--- src/hdl/tlia_map.vh ---
`ifndef TLIA_MAP_VH
`define TLIA_MAP_VH

// Register offsets on the plain register port
`define TLIA_ADDR_EN0 4'h0
`define TLIA_ADDR_EN1 4'h1
`define TLIA_ADDR_EN2 4'h2
`define TLIA_ADDR_PRI0 4'h3
`define TLIA_ADDR_PRI1 4'h4
`define TLIA_ADDR_PRI2 4'h5
`define TLIA_ADDR_PND0 4'h6
`define TLIA_ADDR_PND1 4'h7
`define TLIA_ADDR_PND2 4'h8
`define TLIA_ADDR_ISTAT 4'h9
`define TLIA_ADDR_IMASK 4'hA
`define TLIA_ADDR_STATE 4'hB

// Field positions
`define TLIA_GIE_BIT 7
`define TLIA_SRC_EXT_A 0
`define TLIA_SRC_EXT_B 2
`define TLIA_SRC_WARN 15
`define TLIA_SRC_PMATCH 16
`define TLIA_EVT_CALL 0
`define TLIA_EVT_PREEMPT 1

// Reset values
`define TLIA_EN_RST 8'h00
`define TLIA_PRI_RST 8'h00
`define TLIA_PRI0_RD_ONE 8'h80

// Sources that lose their pending flag when vectored
`define TLIA_HW_CLR_MASK 19'h0_000F

// Vector layout
`define TLIA_VEC_BASE 16'h0003
`define TLIA_VEC_STEP 16'h0008
`define TLIA_VEC_LAST 16'h0093

// Timing, in system clock cycles
`define TLIA_DETECT_CYC 1
`define TLIA_CALL_CYC 3'h5
`define TLIA_RETURN_FROM_ISR_OP_CYC 5
`define TLIA_DIV_CYC 8
`define TLIA_MIN_RESP_CYC 7
`define TLIA_MAX_RESP_CYC 19

`endif

--- src/hdl/tlia_top.v ---
// How it works
// - Each source has one level-select bit
// - All level-select bits reset to low
// - High preempts low; high never preempted
// - Preempted low routine resumes after high returns
// - High level wins, then fixed source ranking
// - Ranks 0..18, vectors 0x0003 step eight
// - Requests sampled and decoded every cycle
// - Fastest response seven cycles, five-cycle call
// - One instruction after return before next call
// - Worst case nineteen cycles including divide
// - Equal or lower level waits for return
// - Line A: vector 0x0003, rank 0, auto-clear
// - Line B: vector 0x0013, rank 2, auto-clear
// - Read-only warn flags gated by enable only
// - Global enable clear blocks, requests stay pending
// - Flag still set after return re-requests
// - Software-set flag requests like hardware one
//
// Local design decisions: strobed register access and the placing of the registers.
`include "tlia_map.vh"
`timescale 1ns/1ps
`default_nettype none

module tlia_top #(
	parameter NSRC = 19
) (
	// Clock and reset
	input wire sys_clk_i,
	input wire nrst_i,
	// Register port
	input wire [3:0] reg_addr_i,
	input wire [7:0] reg_wdata_i,
	input wire reg_wr_i,
	input wire reg_rd_i,
	output reg [7:0] reg_rdata_o,
	// Peripheral event pulses, same clock
	input wire [NSRC-1:0] src_evt_i,
	// Pins from outside the clock domain
	input wire ext_request_line_a_i,
	input wire ext_request_line_b_i,
	input wire core_supply_warn_flag_i,
	input wire battery_supply_warn_flag_i,
	input wire port_match_i,
	// CPU sequencer
	input wire cpu_instr_done_i,
	input wire cpu_return_from_isr_op_i,
	output reg call_req_o,
	output reg [15:0] call_vector_o,
	output reg call_busy_o,
	// Interrupt line
	output reg irq_o
);

	//--------------------------------------------------
	// Storage
	//--------------------------------------------------
	reg gie_ff; // Global enable
	reg [NSRC-1:0] en_ff; // Per-source enables
	reg [NSRC-1:0] pri_ff; // Per-source level bits
	reg [NSRC-1:0] pnd_ff; // Writable pending flags
	reg [NSRC-1:0] req_ff; // Sampled requests
	reg hi_act_ff; // High routine in service
	reg lo_act_ff; // Low routine in service
	reg [2:0] call_cnt_ff; // Call sequence countdown
	reg wait_instr_ff; // Post-return status flag, cleared at next boundary
	reg [1:0] istat_ff; // Sticky events
	reg [1:0] imask_ff; // Event mask
	// Pin synchronisers, first stage read only by second
	reg [4:0] sync1_ff;
	reg [4:0] sync2_ff;
	reg [1:0] ext_old_ff; // Previous line levels
	wire [NSRC-1:0] pnd_all; // Flags including read-only ones
	wire [1:0] ext_fall; // Falling edge on lines A and B
	wire [NSRC-1:0] elig; // Enabled and pending
	wire [NSRC-1:0] hw_set; // Hardware set per source
	reg [4:0] win_idx; // Winning rank
	reg win_hi; // Winner level
	reg win_vld; // Some request may be taken
	reg [7:0] nxt_rdata;
	wire take; // Call issued this cycle
	wire wr_pnd0;
	wire wr_pnd1;
	wire wr_pnd2;
	wire [1:0] ist_evt; // Call and preemption events
	wire [1:0] ist_clr; // Write-one clear bits
	localparam [NSRC-1:0] HW_CLR = `TLIA_HW_CLR_MASK; // Cleared on vectoring
	//--------------------------------------------------
	// Pin synchronisation
	//--------------------------------------------------
	// Two flops before any logic looks at the pins
	always @(posedge sys_clk_i) begin
		if (!nrst_i) begin
			sync1_ff <= 5'h0F; // Idle: lines and warnings high
			sync2_ff <= 5'h0F;
			ext_old_ff <= 2'h3;
		end else begin
			sync1_ff <= {port_match_i,
				battery_supply_warn_flag_i,
				core_supply_warn_flag_i,
				ext_request_line_b_i, ext_request_line_a_i};
			sync2_ff <= sync1_ff;
			ext_old_ff <= sync2_ff[1:0];
		end
	end

	// Lines are active low, falling edge latches the flag
	assign ext_fall = ext_old_ff & ~sync2_ff[1:0];

	//--------------------------------------------------
	// Pending flags
	//--------------------------------------------------
	assign wr_pnd0 = reg_wr_i && (reg_addr_i == `TLIA_ADDR_PND0);
	assign wr_pnd1 = reg_wr_i && (reg_addr_i == `TLIA_ADDR_PND1);
	assign wr_pnd2 = reg_wr_i && (reg_addr_i == `TLIA_ADDR_PND2);

	genvar g;
	generate
		for (g = 0; g < NSRC; g = g + 1) begin : g_src
			wire sw_wr;
			wire sw_val;
			if (g < 7) begin : g_b0
				assign sw_wr = wr_pnd0;
				assign sw_val = reg_wdata_i[g];
			end else if (g < 15) begin : g_b1
				assign sw_wr = wr_pnd1;
				assign sw_val = reg_wdata_i[g-7];
			end else begin : g_b2
				assign sw_wr = wr_pnd2;
				assign sw_val = reg_wdata_i[g-15];
			end
			// Line A and B hardware set comes only from their pins
			if (g == `TLIA_SRC_EXT_A) begin : g_ea
				assign hw_set[g] = ext_fall[0];
			end else if (g == `TLIA_SRC_EXT_B) begin : g_eb
				assign hw_set[g] = ext_fall[1];
			end else begin : g_pe
				assign hw_set[g] = src_evt_i[g];
			end
			// Hardware set beats any clear in the same cycle
			always @(posedge sys_clk_i) begin
				if (!nrst_i) begin
					pnd_ff[g] <= 1'b0;
				end else if (hw_set[g]) begin
					pnd_ff[g] <= 1'b1;
				end else if (sw_wr) begin
					pnd_ff[g] <= sw_val;
				end else if (take && (win_idx == g) && HW_CLR[g]) begin
					pnd_ff[g] <= 1'b0;
				end
			end
			// Level-held sources bypass the writable flag
			if (g == `TLIA_SRC_WARN) begin : g_w
				assign pnd_all[g] = ~sync2_ff[2] | ~sync2_ff[3];
			end else if (g == `TLIA_SRC_PMATCH) begin : g_pm
				assign pnd_all[g] = sync2_ff[4];
			end else begin : g_f
				assign pnd_all[g] = pnd_ff[g];
			end
		end
	endgenerate

	// Enables gate only; flags stay put while blocked
	assign elig = {NSRC{gie_ff}} & en_ff & pnd_all;

	//--------------------------------------------------
	// Sampling and decode
	//--------------------------------------------------
	// One registered sample of requests each cycle
	always @(posedge sys_clk_i) begin
		if (!nrst_i) begin
			req_ff <= {NSRC{1'b0}};
		end else begin
			req_ff <= elig;
		end
	end

	// Lowest rank wins within the highest allowed level
	always @* begin : p_decode
		integer i;
		win_idx = 5'h0_0;
		win_hi = 1'b0;
		win_vld = 1'b0;
		for (i = NSRC - 1; i >= 0; i = i - 1) begin
			if (req_ff[i] && !pri_ff[i] && !lo_act_ff && !hi_act_ff) begin
				win_idx = i[4:0];
				win_vld = 1'b1;
			end
		end
		for (i = NSRC - 1; i >= 0; i = i - 1) begin
			if (req_ff[i] && pri_ff[i] && !hi_act_ff) begin
				win_idx = i[4:0];
				win_hi = 1'b1;
				win_vld = 1'b1;
			end
		end
	end

	// Boundary after a return closes its one extra instruction
	assign take = win_vld && cpu_instr_done_i && !cpu_return_from_isr_op_i &&
		(call_cnt_ff == 3'h0);

	//--------------------------------------------------
	// Service level tracking
	//--------------------------------------------------
	// Two-deep stack: high sits above an optional low
	always @(posedge sys_clk_i) begin
		if (!nrst_i) begin
			hi_act_ff <= 1'b0;
			lo_act_ff <= 1'b0;
			wait_instr_ff <= 1'b0;
		end else begin
			if (take) begin
				if (win_hi) begin
					hi_act_ff <= 1'b1;
				end else begin
					lo_act_ff <= 1'b1;
				end
			end else if (cpu_return_from_isr_op_i) begin
				// Pop the top level, low resumes after high
				if (hi_act_ff) begin
					hi_act_ff <= 1'b0;
				end else begin
					lo_act_ff <= 1'b0;
				end
			end
			// Status only: a return until the next boundary
			if (cpu_return_from_isr_op_i) begin
				wait_instr_ff <= 1'b1;
			end else if (cpu_instr_done_i) begin
				wait_instr_ff <= 1'b0;
			end
		end
	end

	//--------------------------------------------------
	// Call sequence
	//--------------------------------------------------
	// Hold off new calls for the call duration
	always @(posedge sys_clk_i) begin
		if (!nrst_i) begin
			call_cnt_ff <= 3'h0;
			call_req_o <= 1'b0;
			call_vector_o <= 16'h0000;
			call_busy_o <= 1'b0;
		end else begin
			call_req_o <= take;
			if (take) begin
				call_cnt_ff <= `TLIA_CALL_CYC;
				call_vector_o <= `TLIA_VEC_BASE +
					({11'h000, win_idx} << 3);
			end else if (call_cnt_ff != 3'h0) begin
				call_cnt_ff <= call_cnt_ff - 3'h1;
			end
			call_busy_o <= take || (call_cnt_ff > 3'h1);
		end
	end

	//--------------------------------------------------
	// Configuration registers
	//--------------------------------------------------
	// Level bits start low for every source
	always @(posedge sys_clk_i) begin
		if (!nrst_i) begin
			gie_ff <= 1'b0;
			en_ff <= {NSRC{1'b0}};
			pri_ff <= {NSRC{1'b0}};
			imask_ff <= 2'h0;
		end else if (reg_wr_i) begin
			case (reg_addr_i)
				`TLIA_ADDR_EN0: begin
					gie_ff <= reg_wdata_i[`TLIA_GIE_BIT];
					en_ff[6:0] <= reg_wdata_i[6:0];
				end
				`TLIA_ADDR_EN1: en_ff[14:7] <= reg_wdata_i;
				`TLIA_ADDR_EN2: en_ff[18:15] <= reg_wdata_i[3:0];
				`TLIA_ADDR_PRI0: pri_ff[6:0] <= reg_wdata_i[6:0];
				`TLIA_ADDR_PRI1: pri_ff[14:7] <= reg_wdata_i;
				`TLIA_ADDR_PRI2: pri_ff[18:15] <= reg_wdata_i[3:0];
				`TLIA_ADDR_IMASK: imask_ff <= reg_wdata_i[1:0];
				default: begin // Other offsets hold no config
				end
			endcase
		end
	end

	//--------------------------------------------------
	// Event status and interrupt line
	//--------------------------------------------------
	assign ist_evt = {take && win_hi && lo_act_ff, take};
	assign ist_clr = (reg_wr_i && (reg_addr_i == `TLIA_ADDR_ISTAT)) ?
		reg_wdata_i[1:0] : 2'h0;
	// New event beats a write-one clear in the same cycle
	always @(posedge sys_clk_i) begin
		if (!nrst_i) begin
			istat_ff <= 2'h0;
			irq_o <= 1'b0;
		end else begin
			istat_ff <= (istat_ff & ~ist_clr) | ist_evt;
			irq_o <= |(((istat_ff & ~ist_clr) | ist_evt) & imask_ff);
		end
	end

	//--------------------------------------------------
	// Read port
	//--------------------------------------------------
	// Unmapped offsets read as zero
	always @* begin
		nxt_rdata = 8'h00;
		case (reg_addr_i)
			`TLIA_ADDR_EN0: nxt_rdata = {gie_ff, en_ff[6:0]};
			`TLIA_ADDR_EN1: nxt_rdata = en_ff[14:7];
			`TLIA_ADDR_EN2: nxt_rdata = {4'h0, en_ff[18:15]};
			`TLIA_ADDR_PRI0: nxt_rdata = `TLIA_PRI0_RD_ONE |
				{1'b0, pri_ff[6:0]};
			`TLIA_ADDR_PRI1: nxt_rdata = pri_ff[14:7];
			`TLIA_ADDR_PRI2: nxt_rdata = {4'h0, pri_ff[18:15]};
			`TLIA_ADDR_PND0: nxt_rdata = {1'b0, pnd_all[6:0]};
			`TLIA_ADDR_PND1: nxt_rdata = pnd_all[14:7];
			`TLIA_ADDR_PND2: nxt_rdata = {4'h0, pnd_all[18:15]};
			`TLIA_ADDR_ISTAT: nxt_rdata = {6'h00, istat_ff};
			`TLIA_ADDR_IMASK: nxt_rdata = {6'h00, imask_ff};
			`TLIA_ADDR_STATE: nxt_rdata = {hi_act_ff, lo_act_ff,
				wait_instr_ff, win_vld, call_cnt_ff == 3'h0, 3'h0};
			default: nxt_rdata = 8'h00;
		endcase
	end

	// Data stand only in the cycle after the strobe
	always @(posedge sys_clk_i) begin
		if (!nrst_i) begin
			reg_rdata_o <= 8'h00;
		end else begin
			reg_rdata_o <= reg_rd_i ? nxt_rdata : 8'h00;
		end
	end

endmodule // tlia_top

`default_nettype wire

--- config.mk ---
export PLATFORM = sky130hd
export DESIGN_NAME = tlia_top
export DESIGN_NICKNAME = d
export VERILOG_FILES = /design/src/hdl/tlia_top.v
export VERILOG_INCLUDE_DIRS = /design/src /design/src/hdl
export SDC_FILE = /design/constraint.sdc
export NUM_CORES = 1
export LEC_CHECK = 0
export BUFFER_PORTS_ARGS = -buffer_cell sky130_fd_sc_hd__buf_2
export CAP_MARGIN = 25
export CORE_MARGIN = 4
export CORE_UTILIZATION = 55
export CTS_BUF_LIST = sky130_fd_sc_hd__clkbuf_16
export DETAILED_ROUTE_END_ITERATION = 8
export PLACE_DENSITY_LB_ADDON = 0.12
export RECOVER_POWER = 50
export SLEW_MARGIN = 20
export SYNTH_ARGS = -nofsm -noshare
export SYNTH_HDL_FRONTEND = slang
export SYNTH_SLANG_ARGS = --single-unit
--- constraint.sdc ---
create_clock -name sys_clk_i -period 6.2 [get_ports sys_clk_i]
set_input_delay 0.31 -clock sys_clk_i [delete_from_list [all_inputs] [get_ports sys_clk_i]]
set_output_delay 0.31 -clock sys_clk_i [all_outputs]
set_load 0.05 [all_outputs]
# ---- Word level (Yosys, flattened, before mapping)
# Index checks and enable logic that the tools add are counted.
dict set report classes {
  n_bitwise 12
  magnitude_cmp 1
  n_mul 0
  n_reduce_logical 167
  shift 0
  mux 146
  div 0
  eq_ne 17
  n_addsub 2
}
# cell n
set ops {}
lappend ops {{two-way mux 5 bit} 38}
lappend ops {{logical AND 1 bit} 108}
lappend ops {{two-way mux 1 bit} 104}
lappend ops {{one-hot mux 8 bit (12 select lines)} 1}
lappend ops {{AND 19 bit} 2}
lappend ops {{nonzero test 2 bit} 16}
lappend ops {{zero test 1 bit} 22}
lappend ops {{AND reduction 2 bit} 9}
lappend ops {{== test 4 x 3 -> 1 bit (second input constant)} 4}
lappend ops {{== test 4 bit (second input constant)} 4}
lappend ops {{nonzero test 3 bit} 5}
lappend ops {{== test 5 x 2 -> 1 bit (second input constant)} 2}
lappend ops {{adder 2 x 8 -> 9 bit (first input constant)} 1}
lappend ops {{== test 4 x 2 -> 1 bit (second input constant)} 2}
lappend ops {{AND 2 bit} 3}
lappend ops {{two-way mux 3 bit} 2}
lappend ops {{== test 5 x 1 -> 1 bit (second input constant)} 1}
lappend ops {{zero test 5 bit} 1}
lappend ops {{== test 4 x 1 -> 1 bit (second input constant)} 1}
lappend ops {{zero test 4 bit} 1}
lappend ops {{!= test 2 bit (second input constant)} 2}
lappend ops {{inverter 2 bit} 2}
lappend ops {{OR reduction 2 bit} 2}
lappend ops {{greater-than comparator 3 x 1 -> 1 bit (second input constant)} 1}
lappend ops {{other kinds (9)} 11}
dict set report totals {
  mem_count 0
  mem_bits_rw 0
  latch_bits 0
  word_cells 385
  regBits 124
  romBits 0
}

# ---- Logic depth before layout (Yosys ltp)
# Gate-level depths: netlist (run 1).
dict set report logic_depth {
  ltp_word 50
  ltp_mapped 9
}

# ---- Least setup slack after synthesis (run 1)
# OpenSTA, ideal clock, no wires.
dict set report synth_timing {
  path_kind {register -> register}
  startpoint {register lo_act_ff}
  endpoint {register pnd_ff[2], in the netlist pnd_all[2]}
  t_required_ns 6.067
  setup_time_ns 0.133
  n_path_buf 2
  path_stages_with_launch 10
  t_arrival_ns 1.863
  setup_slack_ns 4.205
  cell_sequence {dfxtp_1 > buf_2 > or2_1 > buf_2 > a41oi_2 > nor2_1 > a211o_1 > o2bb2ai_1 > nor3b_2 > a211oi_2}
}
dict set report synth_via {
  elab_chain_len 46
  elab_cells_between_ends 121
}
# item line
set synth_rtl {}
lappend synth_rtl {{start, declared} tlia_top.v:64} ;# reg lo_act_ff;
lappend synth_rtl {{start signal, assigned} tlia_top.v:210} ;# lo_act_ff <= 1'b0;
lappend synth_rtl {{start signal, assigned} tlia_top.v:217} ;# lo_act_ff <= 1'b1;
lappend synth_rtl {{start signal, assigned} tlia_top.v:224} ;# lo_act_ff <= 1'b0;
lappend synth_rtl {{zero test 1 bit *} tlia_top.v:185} ;# if (req_ff[i] && !pri_ff[i] && !lo_act_ff && !hi_act_ff) begin
lappend synth_rtl {{branches (longest 43 deep; another with two-way mux 5 bit)} --}
lappend synth_rtl {{logical AND 1 bit *} tlia_top.v:148} ;# end else if (take && (win_idx == g) && HW_CLR[g]) begin
lappend synth_rtl {{nonzero test 3 bit (no source line) *} --}
lappend synth_rtl {{end signal, assigned by index} tlia_top.v:147} ;# pnd_ff[g] <= sw_val;
lappend synth_rtl {{end, declared} tlia_top.v:61} ;# reg [NSRC-1:0] pnd_ff;
# Mark *: on every way between the ends.
# A chain may end at the register's enable or synchronous reset.

==> run metrics, run 1 <==
max-slew violation count 75; most frequent cells in the layout dfxtp_1 (114), nand2_1 (66), nor2_1 (63), a21oi_1 (63), buf_2 (36); hpwl dp 12000 µm; Slowest-stage cell, CP clkbuf_1; antenna cells 0; setup ws final 2.95 ns; Rows 36; die span in y 109 µm; vias per std cell 6.13; Worst Skew 0.00835 ns; max_slew headroom -1.17; total gr overflow 0; failing checks max-capacitance violations, max-slew violations; ys async rst share 0; IO Port Bufs 55; Most Frequent Cell on Critical Path clkbuf_1; worst skew pair latency 0.41 ns; first-pass GRT wire length 26700 µm; initial antenna violation count 0; ys flop type dfxtp_1; Residual DRC 0; clock slew at reported path FFs 0.06 ns; pre-CTS WS 3.43 ns; worst vdd ir 0.000210 V; Tot GR Track Use 0.296; Worst Hold Class in -> reg; DP Cell Count 822; Worst Hold Slack 0.0762 ns; Flop pwr share 0.401; multi-input logic area 0.00309 mm²; CP required 6.50 ns; Fin. Hold Viols 0; filler cell count 884; root buffer cell clkbuf_16; fin nets 753; Post-Route WL 16700 µm; CTS max path bufs 2; RSZ-0062 raised after global routing no; cell area after synthesis 0.00560 mm²; crit start category primary input; Cells after Synth 673; IO Pins 69; max cap viols 1; DR WL/cell 19.5 µm; number of synthesized flops with an enable pin 0; gpl congestion 0.901; Syn Area/Cell 8.32 µm²; DIE WIDTH 109 µm; power share of the clock group 0.502; starting density of the core 0.568; internal power 1420 µW; design area 0.00643 mm²; CTS tree built; commonest non-fill, non-tap cell in the layout dfxtp_1; postcts setup bufs 0; largest net degree at the start of global routing 75; H-tree depth 4; CP Capture Type flip-flop; Vias 5237; CTS sink cnt 114; First DRT Iteration DRCs 518; synth unique cells 63; crit-path max FO 74; Area growth syn-to-layout 14.9%; Cell Count, Final, Fillers Out 854; Critical Path, Cell by Cell clkbuf_1 > clkinv_1 > clkbuf_1 > a21oi_1 > a22o_1; fmax 308 MHz; register area 0.00228 mm²; fin crit share 0.524; critical path class in -> reg; cts bufs inserted 17; Pleak 0.00253 µW; logic gate share of total power 0.096; Final setup viols 0; number of synthesis warnings 0; cell area after placement 0.00587 mm²; Pwr Density 304 mW/mm²; Core Region 0.00986 mm²; CP arrival 3.54 ns; area of the die 0.0119 mm²; worst stage delay on the critical path 2.30 ns; CTS resizes 0; Final min period 3.25 ns; Detail Route Antenna Nets 0; Psw 529 µW; Seq cells post-synth 114; sequential share of the synthesized area 0.408; Net Sw Frac 0.271; Least-Margin Pin Slew 3.26 ns; hold buffer count at cts 0; share of layout cells above drive strength 1 0.125; Fin Setup TNS 0 ns; status finished with violations; 1st-pass router iterations 5; vias in the first global route 5159
[critical path: cells and delay by family]
family / cells / cell delay (ns)
buffers and inverters: 3 / 2.67
AO/OA/AOI/OAI: 2 / 0.55
[cell usage after synthesis (all sizes together) (3+ instances only)]
cell type,count,area share
nand2b,33,0.037
a221o,3,0.0054
a221oi,5,0.0089
nand2,67,0.045
mux2,4,0.0080
nor2b,22,0.025
and3,25,0.028
or2,4,0.0045
o31ai,3,0.0040
a22o,6,0.0094
clkbuf,32,0.021
a211oi,21,0.029
a32oi,3,0.0047
nand3,30,0.027
or3,3,0.0034
nor4,3,0.0060
mux2i,30,0.054
ha,3,0.0067
nor3,7,0.0072
a41oi,6,0.013
inv,11,0.0074
dfxtp,114,0.41
a31oi,9,0.011
buf,17,0.019
a22oi,14,0.019
nor3b,7,0.010
nor2,63,0.042
o21ai,26,0.024
o21a,3,0.0040
and2,10,0.011
a21oi,63,0.056
[state kept, by name, indices dropped and copies added, names as in the netlist, 5 cells and up]
name           count
pri_ff            19
en_ff             19
req_ff            19
call_vector_o      6
sync1_ff           5
sync2_ff           5
pnd_all           17
reg_rdata_o        8
[routing by layer]
layer	GRT usage	vias to the layer above	wire length, µm
li1	-	2473	-
met1	0.385	2441	6990
met2	0.471	282	7580
met3	0.0699	41	1620
met4	0.121	0	480
met5	0	-	0
[layout make-up]
| class | instances | area share |
|---|---|---|
| clock buffer | 17 | 0.0661 |
| clock inverter | 15 | 0.0266 |
| inverter | 11 | 0.00642 |
| multi-input combinational | 507 | 0.479 |
| sequential | 114 | 0.355 |
| tap | 133 | 0.0259 |
| timing repair buffer | 57 | 0.0408 |
[stage by stage]
stage	utilization	total power (µW)
after detailed placement	0.595	985
after floorplan	-	933
after CTS	0.655	1960
after global routing	0.652	2010
after global placement	0.595	978
final	0.652	1950
[worst paths after layout]
path / start / cells past startpoint / end / slack [ns]
max: nrst_i / 5 / irq_o$_SDFF_PN0_ / 2.95
min: ext_request_line_b_i / 2 / sync1_ff[1]$_SDFF_PN1_ / 0.08
max reg2reg: hi_act_ff$_SDFFE_PN0P_ / 7 / irq_o$_SDFF_PN0_ / 3.30
min reg2reg: sync1_ff[1]$_SDFF_PN1_ / 1 / sync2_ff[1]$_SDFF_PN1_ / 0.41
[logic make-up (layout without fill, tap and decap cells)]
kind of cell | Yosys count | in the layout | share of synthesized area
other | 1 | 9 | 0.000670
buffers and inverters | 60 | 100 | 0.0478
and+or+nand+nor | 277 | 277 | 0.251
AOI/OAI and AO/OA | 183 | 183 | 0.221
DFF | 114 | 114 | 0.408
adders and majority gates | 3 | 3 | 0.00670
muxes | 35 | 35 | 0.0657
[power groups by stage]
stage	clock [µW]	sequential, µW	combinational, µW
after floorplan	0	804	129
after global routing	1020	787	208
final	982	785	188
after detailed placement	0	799	186
after global placement	0	798	180
after CTS	986	783	187
Note: power is estimated with default switching activity, not from simulation.
==> inputs of run 2 (changes only) <==
--- a/config.mk
+++ b/config.mk
@@ -9,7 +9,7 @@
 export BUFFER_PORTS_ARGS = -buffer_cell sky130_fd_sc_hd__buf_2
 export CAP_MARGIN = 25
 export CORE_MARGIN = 4
-export CORE_UTILIZATION = 55
+export CORE_UTILIZATION = 53
 export CTS_BUF_LIST = sky130_fd_sc_hd__clkbuf_16
 export DETAILED_ROUTE_END_ITERATION = 8
 export PLACE_DENSITY_LB_ADDON = 0.12
==> constraint.sdc (replaced) <==
create_clock -name sys_clk_i -period 2.76 [get_ports sys_clk_i]
set_input_delay 0.138 -clock sys_clk_i [delete_from_list [all_inputs] [get_ports sys_clk_i]]
set_output_delay 0.138 -clock sys_clk_i [all_outputs]
set_load 0.05 [all_outputs]
==> run 2 against run 1 <==
The flow now finishes without violations; worst hold slack got worse by 0.061 ns; clock skew decreased by 0.0013 ns; count of clock-buffer cells in the layout stayed put; power is 130% higher; first-iteration DRC count up 41%; sequential share of layout area is 1.4 points lower; worst setup slack worse by 2.7 ns; critical endpoint is now pnd_all[0]$_SDFFE_PN0P_.
==> run metrics, run 2 (synthesized netlist as in run 1, its figures left out) <==
1st-pass router iterations 9; total gr overflow 0; CP Capture Type flip-flop; Top Registers en_ff: 19 flops, pri_ff: 19 flops, req_ff: 19 flops; CTS sink cnt 114; First DRT Iteration DRCs 731; Post-Route WL 17900 µm; max_slew headroom 0.117; share of layout cells above drive strength 1 0.132; worst skew pair latency 0.40 ns; Rows 37; max cap viols 0; max-slew violation count 0; commonest non-fill, non-tap cell in the layout dfxtp_1; fin crit share 0.907; CTS max path bufs 2; fin nets 783; CTS tree built; vias per std cell 6.20; Util after Layout 0.649; critical path class reg -> reg; setup ws final 0.257 ns; postcts setup bufs 0; DR WL/cell 20.2 µm; Critical Path, Cell by Cell nor2b_1 > o41ai_1 > o21bai_1 > a211o_1 > o2bb2ai_1 > nor3_1 > a211oi_1; CP arrival 2.77 ns; vias in the first global route 5374; Fin. Hold Viols 0; hpwl dp 12700 µm; H-tree depth 4; starting density of the core 0.542; largest net degree at the start of global routing 31; Final setup viols 0; crit-path max FO 6; Detail Route Antenna Nets 0; Area growth syn-to-layout 19.6%; DIE WIDTH 111 µm; initial antenna violation count 1; Pwr Density 657 mW/mm²; pre-CTS WS 0.347 ns; most frequent cells in the layout dfxtp_1 (114), nand2_1 (66), nor2_1 (63), a21oi_1 (63), buf_2 (35); first-pass GRT wire length 28100 µm; Pleak 0.00267 µW; die span in y 111 µm; antenna cells 0; root buffer cell clkbuf_16; Worst Skew 0.00709 ns; Tot GR Track Use 0.288; Fin Setup TNS 0 ns; clock slew at reported path FFs 0.05 ns; RSZ-0062 raised after global routing no; CTS resizes 0; crit start category flip-flop; Residual DRC 0; Slowest-stage cell, CP o41ai_1; Vias 5495; Reg2Reg Depth 7; hold buffer count at cts 18; IO Port Bufs 55; cts bufs inserted 17; gpl congestion 0.950; worst vdd ir 0.000442 V; Worst Hold Slack 0.0156 ns; CP required 3.02 ns; status completed; fmax 400 MHz; Core Region 0.0103 mm²; CP Buf/Inv Count 0; Crit. path cell count 7; IO Pins 69; worst stage delay on the critical path 0.64 ns; Final min period 2.50 ns; area of the die 0.0123 mm²; Worst Hold Class in -> reg; delay-heaviest family, CP compound AO/OA/AOI/OAI gates; Least-Margin Pin Slew 1.32 ns; Hold Path Stages 3
run 2: report_power, final:
part	leakage [µW]	switching, µW	internal, µW
Combinational	0.00147	302	162
Sequential	0.000928	52.3	1710
Clock	0.000275	769	1410
Total	0.00267	1120	3280
run 2: worst paths after layout:
| kind | startpoint | to | slack, ns |
|---|---|---|---|
| setup / recovery | pri_ff[14]$_SDFFE_PN0P_ | pnd_all[0]$_SDFFE_PN0P_ | 0.26 |
| hold / removal | cpu_instr_done_i | wait_instr_ff$_SDFFE_PN0P_ | 0.02 |
| setup reg to reg | pri_ff[14]$_SDFFE_PN0P_ | pnd_all[0]$_SDFFE_PN0P_ | 0.26 |
| hold reg to reg | sync1_ff[2]$_SDFF_PN1_ | sync2_ff[2]$_SDFF_PN1_ | 0.41 |
run 2: cell type report:
type,instances,area (µm²)
fill,877,3630
multi-input combinational,507,3080
timing repair buffer,87,536
clock buffer,17,425
tap,136,170
clock inverter,14,164
inverter,11,41.3
sequential,114,2280
run 2: through the flow:
stage                     total power, µW  std cells  cell area, µm²
after floorplan                      2100        681            5630
after global placement               2210        837            5960
after detailed placement             2230        837            5960
after CTS                            4410        886            6730
after global routing                 4530        886            6700
final                                4400        886            6700
run 2: worst register-to-register path, stage by stage, from the launching register on:
cell       delay (ns)
dfxtp_1          0.51
nor2b_1          0.13
o41ai_1          0.64
o21bai_1         0.13
a211o_1          0.30
o2bb2ai_1        0.16
nor3_1           0.38
a211oi_1         0.14
run 2: layer usage:
layer / vias up / global-route usage / part of all wire
met5: - / 0 / 0.00050
met4: 2 / 0.141 / 0.043
met3: 81 / 0.0753 / 0.093
met2: 311 / 0.456 / 0.45
met1: 2573 / 0.364 / 0.41
li1: 2528 / - / -
